==> src/design/eew_regs.vh <==
// Constants for the serial EEPROM write-protect block
`ifndef EEW_REGS_VH
`define EEW_REGS_VH

// Fixed four-bit groups of the address byte
`define EEW_GRP_ARRAY 4'ha
`define EEW_GRP_PROT 4'h6

// Protected region: bytes below this bit of the byte address
`define EEW_PROT_BIT 7

// Strap code of bits 3..2 for the overvoltage commands
`define EEW_OV_LOCK 2'h0
`define EEW_OV_UNLOCK 2'h1

// Command kinds, also used for the pending programming job
`define EEW_K_NONE 3'h0
`define EEW_K_ARRAY 3'h1
`define EEW_K_PERM 3'h2
`define EEW_K_RLOCK 3'h3
`define EEW_K_RCLR 3'h4

// Bus FSM states
`define EEW_S_IDLE 4'h0
`define EEW_S_ADDR 4'h1
`define EEW_S_ADDR_ACK 4'h2
`define EEW_S_WORD 4'h3
`define EEW_S_WORD_ACK 4'h4
`define EEW_S_DATA 4'h5
`define EEW_S_DATA_ACK 4'h6
`define EEW_S_TX 4'h7
`define EEW_S_TX_ACK 4'h8

// Timing: internal programming time and system clock period
`define EEW_PROG_TIME_NS 5000000
`define EEW_CLK_PERIOD_NS 8
`define EEW_PROG_CYCLES \
  ((`EEW_PROG_TIME_NS + `EEW_CLK_PERIOD_NS - 1) / `EEW_CLK_PERIOD_NS)

`endif

==> src/design/eew_core.v <==
// Serial EEPROM target with lower-half write protection
`timescale 1ns/100ps
`include "eew_regs.vh"

// Operation
// RULE_01 - Only lower 128 bytes protectable, by command
// RULE_02 - Protection state survives power loss
// RULE_03 - Group 1010b selects array, straps compared
// RULE_04 - Group 0110b selects protection commands
// RULE_05 - Address bytes arrive most significant first
// RULE_06 - Respond only on full seven-bit match
// RULE_07 - Permanent commands compare straps against pins
// RULE_08 - Overvoltage plus bits 3,2 pick reversible commands
// RULE_09 - Host applies overvoltage and strap levels
// RULE_10 - Direction bit zero sets, one reads
// RULE_11 - Acknowledge in ninth bit on match
// RULE_12 - No acknowledge on mismatch or locked commands
// RULE_13 - Permanent lock is final, hides group 0110b
// RULE_14 - Lock commands are byte writes, contents ignored
// RULE_15 - Protected lower writes: data nacked, no cycle
// RULE_16 - Reversibly locked: lock nacked, others program
// RULE_17 - Unprotected: locks program, clear only acked
// RULE_18 - Protection reads use direction bit one
// RULE_19 - Protection reads ack per state, then nack
// RULE_20 - Counter points past last byte, wraps
// RULE_21 - Array read acks then sends counter byte
// RULE_22 - Host ends read with nack and stop
// RULE_23 - Selective read via dummy write, repeated start
// RULE_24 - Sequential read continues while host acks
// RULE_25 - Programming starts after stop, requests ignored
// RULE_26 - Address not acknowledged while programming
// RULE_27 - Overvoltage arrives as flag, replaces low strap
// RULE_28 - Programming time is parameter, busy throughout
module eew_core #(
  parameter [31:0] PROG_CYCLES = `EEW_PROG_CYCLES, // Write cycle length
  parameter PAGE_BITS = 4 // Log2 of page size
) (
  clk,
  rst,
  scl_in,
  sda_in,
  sda_out,
  sda_oe,
  strap_bit_high,
  strap_bit_mid,
  strap_bit_low,
  overvoltage_level,
  busy,
  perm_locked,
  rev_locked
);
  input wire clk; // System clock
  input wire rst; // Synchronous reset, active high
  input wire scl_in; // Bus clock pin level
  input wire sda_in; // Bus data pin level
  output wire sda_out; // Open-drain data, only ever low
  output reg sda_oe; // High while pulling data low
  input wire strap_bit_high; // Strap pin, address bit 3
  input wire strap_bit_mid; // Strap pin, address bit 2
  input wire strap_bit_low; // Strap pin, address bit 1
  input wire overvoltage_level; // Detector flag for lowest strap
  output wire busy; // Internal programming in progress
  output reg perm_locked; // Permanent protection set
  output reg rev_locked; // Reversible protection set

  localparam PAGE = 1 << PAGE_BITS;

  // Synchroniser stages; stage one feeds only stage two
  reg scl_s1, scl_s2, scl_d;
  reg sda_s1, sda_s2, sda_d;
  reg [2:0] strap_s1, strap_s2;
  reg ov_s1, ov_s2;

  // Bus engine state
  reg [3:0] state; // Current bus phase
  reg [3:0] bit_cnt; // Bits seen in current byte
  reg [7:0] shreg; // Received byte
  reg [7:0] tx_sh; // Byte being sent
  reg [2:0] cmd_kind; // Kind of current transaction
  reg cmd_rw; // Direction bit of current address
  reg host_ack; // Host acked last sent byte
  reg [7:0] addr_cnt; // Internal address counter
  reg [2:0] pend_kind; // Job to start at stop

  // Page buffer waiting for the programming cycle
  reg [7:0] page_buf [0:PAGE-1];
  reg [PAGE-1:0] page_mask; // Which buffer bytes are loaded
  reg [7-PAGE_BITS:0] page_sel; // Page being written
  reg [7-PAGE_BITS:0] commit_page; // Page under programming
  reg [PAGE_BITS:0] commit_idx; // Buffer byte being committed
  reg [PAGE-1:0] commit_mask; // Snapshot of loaded bytes
  reg [31:0] busy_cnt; // Cycles left of programming

  // Storage array, kept without reset as a non-volatile cell would
  reg [7:0] mem [0:255];
  integer i;

  // Power-on contents of the non-volatile cells
  initial begin
    for (i = 0; i < 256; i = i + 1) begin
      mem[i] = 8'hff;
    end
    perm_locked = 1'b0; // [RULE_02]
    rev_locked = 1'b0; // [RULE_02]
  end

  // Edge and condition detection on the synchronised bus
  wire scl_rise = scl_s2 & ~scl_d;
  wire scl_fall = ~scl_s2 & scl_d;
  wire bus_start = scl_s2 & scl_d & sda_d & ~sda_s2;
  wire bus_stop = scl_s2 & scl_d & ~sda_d & sda_s2;
  wire byte_done = (bit_cnt == 4'h8);
  wire lower_locked = perm_locked | rev_locked;

  assign sda_out = 1'b0;
  assign busy = (busy_cnt != 32'h0); // [RULE_28]

  // Two-stage synchronisers for all pins and the detector flag
  always @(posedge clk) begin
    if (rst) begin
      scl_s1 <= 1'b1;
      scl_s2 <= 1'b1;
      scl_d <= 1'b1;
      sda_s1 <= 1'b1;
      sda_s2 <= 1'b1;
      sda_d <= 1'b1;
      strap_s1 <= 3'h0;
      strap_s2 <= 3'h0;
      ov_s1 <= 1'b0;
      ov_s2 <= 1'b0;
    end else begin
      scl_s1 <= scl_in;
      scl_s2 <= scl_s1;
      scl_d <= scl_s2;
      sda_s1 <= sda_in;
      sda_s2 <= sda_s1;
      sda_d <= sda_s2;
      strap_s1 <= {strap_bit_high, strap_bit_mid, strap_bit_low};
      strap_s2 <= strap_s1;
      ov_s1 <= overvoltage_level; // [RULE_27]
      ov_s2 <= ov_s1;
    end
  end

  // Address byte decode and acknowledge decision
  reg [2:0] dec_kind;
  reg dec_ack;
  always @* begin
    dec_kind = `EEW_K_NONE;
    dec_ack = 1'b0;
    // Fixed group sits in the first four bits shifted in [RULE_05]
    if (shreg[7:4] == `EEW_GRP_ARRAY && shreg[3:1] == strap_s2) begin
      dec_kind = `EEW_K_ARRAY; // [RULE_03] [RULE_06]
    end else if (shreg[7:4] == `EEW_GRP_PROT) begin // [RULE_04]
      if (ov_s2) begin
        // Flag stands in for the low strap compare [RULE_27]
        if (shreg[3:2] == `EEW_OV_LOCK) begin
          dec_kind = `EEW_K_RLOCK; // [RULE_08]
        end else if (shreg[3:2] == `EEW_OV_UNLOCK) begin
          dec_kind = `EEW_K_RCLR; // [RULE_08]
        end
      end else if (shreg[3:1] == strap_s2) begin
        dec_kind = `EEW_K_PERM; // [RULE_07]
      end
    end
    case (dec_kind)
      `EEW_K_ARRAY: dec_ack = 1'b1; // [RULE_11]
      // Permanent lock hides every protection command [RULE_13]
      `EEW_K_PERM: dec_ack = ~perm_locked; // [RULE_12] [RULE_17]
      // Repeat lock and its query refused when locked [RULE_16]
      `EEW_K_RLOCK: dec_ack = ~perm_locked & ~rev_locked; // [RULE_19]
      `EEW_K_RCLR: dec_ack = ~perm_locked; // [RULE_19]
      default: dec_ack = 1'b0; // Mismatch: bus left alone [RULE_06]
    endcase
    // No answer at all while programming [RULE_26]
    if (busy) begin
      dec_ack = 1'b0;
    end
  end

  // Bus engine: receive, acknowledge, transmit
  always @(posedge clk) begin
    if (rst) begin
      state <= `EEW_S_IDLE;
      bit_cnt <= 4'h0;
      shreg <= 8'h00;
      tx_sh <= 8'h00;
      cmd_kind <= `EEW_K_NONE;
      cmd_rw <= 1'b0;
      host_ack <= 1'b0;
      addr_cnt <= 8'h00;
      pend_kind <= `EEW_K_NONE;
      page_mask <= {PAGE{1'b0}};
      page_sel <= {(8-PAGE_BITS){1'b0}};
      sda_oe <= 1'b0;
    end else if (bus_start) begin
      // Start or repeated start: fresh address byte [RULE_23]
      state <= `EEW_S_ADDR;
      bit_cnt <= 4'h0;
      sda_oe <= 1'b0;
    end else if (bus_stop) begin
      // Stop ends everything; programming hand-off is elsewhere
      state <= `EEW_S_IDLE;
      sda_oe <= 1'b0;
      pend_kind <= `EEW_K_NONE; // [RULE_25]
    end else if (scl_rise) begin
      case (state)
        `EEW_S_ADDR, `EEW_S_WORD, `EEW_S_DATA: begin
          shreg <= {shreg[6:0], sda_s2}; // MSB first [RULE_05]
          bit_cnt <= bit_cnt + 4'h1;
        end
        `EEW_S_TX: begin
          bit_cnt <= bit_cnt + 4'h1;
        end
        `EEW_S_TX_ACK: begin
          host_ack <= ~sda_s2; // [RULE_22]
        end
        default: begin
          bit_cnt <= bit_cnt;
        end
      endcase
    end else if (scl_fall) begin
      case (state)
        `EEW_S_ADDR: begin
          if (byte_done) begin
            cmd_kind <= dec_kind;
            cmd_rw <= shreg[0]; // [RULE_10] [RULE_18]
            if (dec_ack) begin
              sda_oe <= 1'b1; // Ninth bit acknowledge [RULE_11]
              state <= `EEW_S_ADDR_ACK;
            end else begin
              state <= `EEW_S_IDLE; // [RULE_12]
            end
          end
        end
        `EEW_S_ADDR_ACK: begin
          bit_cnt <= 4'h0;
          if (cmd_kind == `EEW_K_ARRAY && cmd_rw) begin
            // Send the byte at the counter [RULE_21]
            tx_sh <= mem[addr_cnt];
            sda_oe <= ~mem[addr_cnt][7];
            addr_cnt <= addr_cnt + 8'h01; // [RULE_20]
            state <= `EEW_S_TX;
          end else begin
            sda_oe <= 1'b0;
            state <= `EEW_S_WORD;
          end
        end
        `EEW_S_WORD: begin
          if (byte_done) begin
            if (cmd_kind == `EEW_K_ARRAY) begin
              // Byte address sets the counter and the page [RULE_23]
              addr_cnt <= shreg;
              page_sel <= shreg[7:PAGE_BITS];
              page_mask <= {PAGE{1'b0}};
              sda_oe <= 1'b1;
              state <= `EEW_S_WORD_ACK;
            end else if (!cmd_rw) begin
              sda_oe <= 1'b1; // Content ignored [RULE_14]
              state <= `EEW_S_WORD_ACK;
            end else begin
              state <= `EEW_S_IDLE; // Query: no more acks [RULE_19]
            end
          end
        end
        `EEW_S_WORD_ACK, `EEW_S_DATA_ACK: begin
          sda_oe <= 1'b0;
          bit_cnt <= 4'h0;
          // Protection commands take a single data byte
          if (state == `EEW_S_DATA_ACK && cmd_kind != `EEW_K_ARRAY) begin
            state <= `EEW_S_IDLE;
          end else begin
            state <= `EEW_S_DATA;
          end
        end
        `EEW_S_DATA: begin
          if (byte_done) begin
            if (cmd_kind == `EEW_K_ARRAY) begin
              if (lower_locked && !addr_cnt[`EEW_PROT_BIT]) begin
                state <= `EEW_S_IDLE; // Data nacked [RULE_01] [RULE_15]
              end else begin
                // Page wrap keeps later bytes over earlier ones
                page_buf[addr_cnt[PAGE_BITS-1:0]] <= shreg;
                page_mask[addr_cnt[PAGE_BITS-1:0]] <= 1'b1;
                addr_cnt[PAGE_BITS-1:0] <=
                  addr_cnt[PAGE_BITS-1:0] + {{(PAGE_BITS-1){1'b0}}, 1'b1};
                pend_kind <= `EEW_K_ARRAY; // [RULE_17]
                sda_oe <= 1'b1;
                state <= `EEW_S_DATA_ACK;
              end
            end else begin
              sda_oe <= 1'b1; // Data content ignored [RULE_14]
              state <= `EEW_S_DATA_ACK;
              // Clear when unprotected is acked only [RULE_17]
              if (cmd_kind != `EEW_K_RCLR || rev_locked) begin
                pend_kind <= cmd_kind; // [RULE_16]
              end
            end
          end
        end
        `EEW_S_TX: begin
          if (byte_done) begin
            sda_oe <= 1'b0; // Release for host answer
            host_ack <= 1'b0;
            state <= `EEW_S_TX_ACK;
          end else begin
            tx_sh <= {tx_sh[6:0], 1'b0};
            sda_oe <= ~tx_sh[6];
          end
        end
        `EEW_S_TX_ACK: begin
          bit_cnt <= 4'h0;
          if (host_ack) begin
            // Keep streaming, counter wraps at the top [RULE_24]
            tx_sh <= mem[addr_cnt];
            sda_oe <= ~mem[addr_cnt][7];
            addr_cnt <= addr_cnt + 8'h01; // [RULE_20]
            state <= `EEW_S_TX;
          end else begin
            state <= `EEW_S_IDLE; // Host nack ends read [RULE_22]
          end
        end
        default: begin
          state <= `EEW_S_IDLE;
        end
      endcase
    end
  end

  // Programming cycle: starts at stop, holds busy for its length
  always @(posedge clk) begin
    if (rst) begin
      busy_cnt <= 32'h0;
      commit_idx <= {(PAGE_BITS+1){1'b1}};
      commit_page <= {(8-PAGE_BITS){1'b0}};
      commit_mask <= {PAGE{1'b0}};
    end else if (bus_stop && pend_kind != `EEW_K_NONE && !busy) begin
      busy_cnt <= PROG_CYCLES; // [RULE_25] [RULE_28]
      commit_idx <= {(PAGE_BITS+1){1'b0}};
      commit_page <= page_sel;
      // Only array jobs touch the storage
      commit_mask <= (pend_kind == `EEW_K_ARRAY) ? page_mask : {PAGE{1'b0}};
    end else if (busy) begin
      busy_cnt <= busy_cnt - 32'h1;
      if (!commit_idx[PAGE_BITS]) begin
        commit_idx <= commit_idx + {{PAGE_BITS{1'b0}}, 1'b1};
      end
    end
  end

  // Commit buffered page bytes one per cycle during the cycle
  always @(posedge clk) begin
    if (busy && !commit_idx[PAGE_BITS] &&
        commit_mask[commit_idx[PAGE_BITS-1:0]]) begin
      mem[{commit_page, commit_idx[PAGE_BITS-1:0]}] <=
        page_buf[commit_idx[PAGE_BITS-1:0]];
    end
  end

  // Protection state: non-volatile, so reset leaves it alone
  always @(posedge clk) begin
    if (bus_stop && !busy && !rst) begin
      case (pend_kind)
        `EEW_K_PERM: perm_locked <= 1'b1; // Never cleared [RULE_13]
        `EEW_K_RLOCK: rev_locked <= 1'b1; // [RULE_17]
        `EEW_K_RCLR: rev_locked <= 1'b0; // [RULE_16]
        default: perm_locked <= perm_locked;
      endcase
    end
  end

endmodule

==> config.mk <==
export PLATFORM = sky130hd
export DESIGN_NAME = eew_core
export DESIGN_NICKNAME = d
export VERILOG_FILES = /design/src/design/eew_core.v
export VERILOG_INCLUDE_DIRS = /design/src /design/src/design
export SDC_FILE = /design/constraint.sdc
export NUM_CORES = 2
export LEC_CHECK = 0
export BUFFER_PORTS_ARGS = -buffer_cell sky130_fd_sc_hd__buf_2
export CELL_PAD_IN_SITES_DETAIL_PLACEMENT = 0
export CELL_PAD_IN_SITES_GLOBAL_PLACEMENT = 2
export CORE_MARGIN = 10
export CORE_UTILIZATION = 40
export DETAILED_ROUTE_END_ITERATION = 7
export GPL_TIMING_DRIVEN = 0
export HOLD_SLACK_MARGIN = 0.03
export PLACE_DENSITY = 0.77
export SYNTH_ARGS = -nofsm -noshare
export SYNTH_HDL_FRONTEND = slang
export SYNTH_SLANG_ARGS = --single-unit
==> constraint.sdc <==
create_clock -name clk -period 4.5 [get_ports clk]
set_input_delay 0.9 -clock clk [delete_from_list [all_inputs] [get_ports clk]]
set_output_delay 0.9 -clock clk [all_outputs]
set_load 0.02 [all_outputs]
==> flow_summary_export.csv <==
group,metric,value,unit
synthesis,dominantRegCellSynth,"edfxtp_1",
critical_path,crit_type,"reg -> reg",
pwr,clkPwrFrac,0.325,
critical_path,cp.required,5.26,ns
placement,dp.cells,7714,
die,initial_core_util,0.403,
placement,placed_cell_area,95500,µm²
sta,clock_skew,0.0804,ns
sta,setup_viol,131,
cells_and_area,layout.cells.non_filler,8147,
placement,placement.io_buffers,10,
routing,dr.pass1.iters,6,
synthesis,yosysTopAreaCellShare,0.720,
synthesis,synth_fp_nets,4702,
critical_path,cp_max_fo,10,
routing,drtIter0Drc,10400,
synthesis,synth-edff-count,2177,
die,die_height,496,µm
die,core,225000,µm²
global_route,grt_use_met2,0.394,
global_route,grt_util_met3,0.123,
sta,relSlewSlack,-0.164,
clock_network,cts.path.max_buffers,3,
pwr,p_switching,0.0173,W
sta,rsz0062_at_grt,"yes",
pwr,peakVddDrop,0.590,mV
global_route,grt_pass1_vias,49400,
synthesis,synth_warnings,0,
pwr,p_per_area,576,nW/µm²
routing,num_vias,53900,
pwr,p_int,0.0422,W
clock_network,clock-root-buffer,"clkbuf_16",
pwr,seqPwrFrac,0.497,
pwr,swShare,0.291,
clock_network,cts.clk_slew.worst_paths,0.07,ns
cells_and_area,finalNetCount,4971,
routing,antenna_left,0,
sta,tightestPinTransition,1.75,ns
synthesis,yosysUniqueCellTypes,91,
die,die_w,496,µm
routing,avgRoutedWirePerCell,43.4,µm
global_route,grt_util_met1,0.359,
global_route,grt_start_max_net_pins,89,
clock_network,cts_sinks,2312,
synthesis,synth_area_leaders,"edfxtp_1 72%, mux4_2 13%, dfxtp_1 3.0%",
sta,slew_viol_final,55,
synthesis,syn_area,90800,µm²
placement,place_hpwl,228000,µm
pwr,comb_power_share,0.178,
synthesis,avgSynthCellArea,19.4,µm²
routing,routed_wl,354000,µm
synthesis,seq_area_frac_synth,0.750,
synthesis,yosys.cell_count.top_type,"edfxtp_1",
global_route,grt.busiest_layer,"met2",
die,pin_count,13,
critical_path,endpoint_kind,"register",
sta,worst_slack,-0.369,ns
critical_path,crit_arrival,5.63,ns
global_route,overflow,0,
clock_network,hold_buffers,0,
pwr,power,0.0596,W
sta,period_needed,4.87,ns
synthesis,netlist_instances,4679,
cells_and_area,syn_to_final_growth,13.9,%
sta,finalHoldWorstSlack,0.191,ns
global_route,antenna_found_initial,31,
clock_network,cts_tree,"yes",
sta,fmax,205,MHz
pwr,power.leakage,31.4,nW
clock_network,insertion_delay,0.92,ns
placement,place_congestion,1.01,
sta,fin_crit_sh,1.08,
cells_and_area,final_area,103000,µm²
critical_path,worstSetupStartpointType,"register",
run_status,status,"finished with violations",
run,maxCapViolations,5,
synthesis,async_reset_ff_frac,0,
die,die-area,246000,µm²
routing,route.detailed.drc,0,
cells_and_area,postLayoutCoreUtil,0.459,
synthesis,yosysTopAreaCell,"edfxtp_1",
synthesis,netlist_top_cells_count,"2,177 x edfxtp_1, 509 x mux4_2, 402 x nor2_1",
clock_network,cts_made_buffers,223,
global_route,grt_pass1_wl,462000,µm
hold_path,hold_path_class,"in -> reg",
routing,routed_via_density,6.61,
synthesis,ys_ff_latch,2312,
clock_network,h-tree-depth,4,
sta,hold_viol,0,
die,num_rows,174,
cells_and_area,layout-drive-gt1-share,0.239,
run_status,violations,"max-capacitance violations, max-slew violations, negative setup slack",
global_route,grt_use_total,0.281,
==> power by group through the flow <==
stage	combinational [W]	clock (W)	sequential, W
after floorplan	0.00432	0	0.0307
after global placement	0.00636	0	0.0290
after detailed placement	0.0102	0	0.0300
after CTS	0.0102	0.0193	0.0296
after global routing	0.0109	0.0201	0.0296
final	0.0106	0.0193	0.0296
==> layer usage <==
layer | vias up | part of all wire
met2 | 4837 | 0.42
met3 | 1080 | 0.16
li1 | 19700 | -
met4 | 22 | 0.074
met1 | 28200 | 0.35
met5 | - | 0.0012
==> cell families after synthesis <==
family / synth area share
mux: 0.144
flops: 0.750
other cells: 0.0000827
simple gates: 0.0432
xor+xnor: 0.00309
fa+ha+maj: 0.00207
buf+inv: 0.0198
compound gates: 0.0380
==> area by class of cell <==
type,count,area [µm²]
Multi-Input combinational cell,2045,21200
Buffer,296,1980
Clock buffer,264,5750
Sequential cell,2312,68100
Tap cell,2992,3740
Clock inverter,150,1730
Antenna cell,18,45.0
Fill cell,18900,122000
Inverter,25,95.1
Timing Repair Buffer,45,865
==> registers in the layout (all words and copies together), names as in the netlist, 4 cells and up, named ones only <==
signal       flops
shreg            8
commit_page      4
bit_cnt          4
page_sel         4
busy_cnt        32
page_buf       128
mem           2048
state            4
page_mask       16
addr_cnt         8
commit_idx       5
commit_mask     16
tx_sh            7
==> placed cells by master (no fill, tap or decap), types with 54 or more instances in the layout <==
master,count
a21oi_1,110
buf_6,56
mux4_2,501
a22oi_1,108
dfxtp_1,135
nor2_1,353
clkbuf_2,61
clkbuf_1,105
mux2i_1,143
buf_2,54
nand2_1,127
clkbuf_16,223
edfxtp_1,2177
==> path summary, 6_finish.rpt <==
path / start / to / slack (ns) / cells after the start
setup / recovery: addr_cnt[3] / sda_oe / -0.37 / 10
hold / removal: sda_in / sda_s1 / 0.19 / 2
setup reg to reg: addr_cnt[3] / sda_oe / -0.37 / 10
hold reg to reg: sda_s1 / sda_s2 / 0.43 / 1
==> per-stage QoR <==
stage | setup WS, ns | TNS (ns)
2_1_floorplan | 0.686 | 0
3_3_place_gp | -2.13 | -4167.76
3_5_place_dp | -1.70 | -72.21
4_1_cts | -0.0336 | -0.0336
5_1_grt | -0.166 | -6.66
6_report | -0.369 | -12.69
==> worst max-delay path, cell delays in order, from the launching register on <==
cell	delay, ns
dfxtp_1	0.45
clkbuf_1	0.37
nor2_2	0.71
clkbuf_4	0.62
clkbuf_4	0.58
clkbuf_2	0.66
a21oi_1	0.16
a21oi_1	0.27
nand4_1	0.34
nand3_1	0.38
o31ai_4	0.15
==> timing repair <==
| action | in CTS | in global routing |
|---|---|---|
| setup buffers | 2 | 0 |
| endpoints found under the setup margin | 160 | 455 |
| resized for setup | 90 | 65 |
| endpoints found under the hold margin | 0 | 0 |
| pin swaps | 1 | 0 |
(Power assumes the default switching activity.)
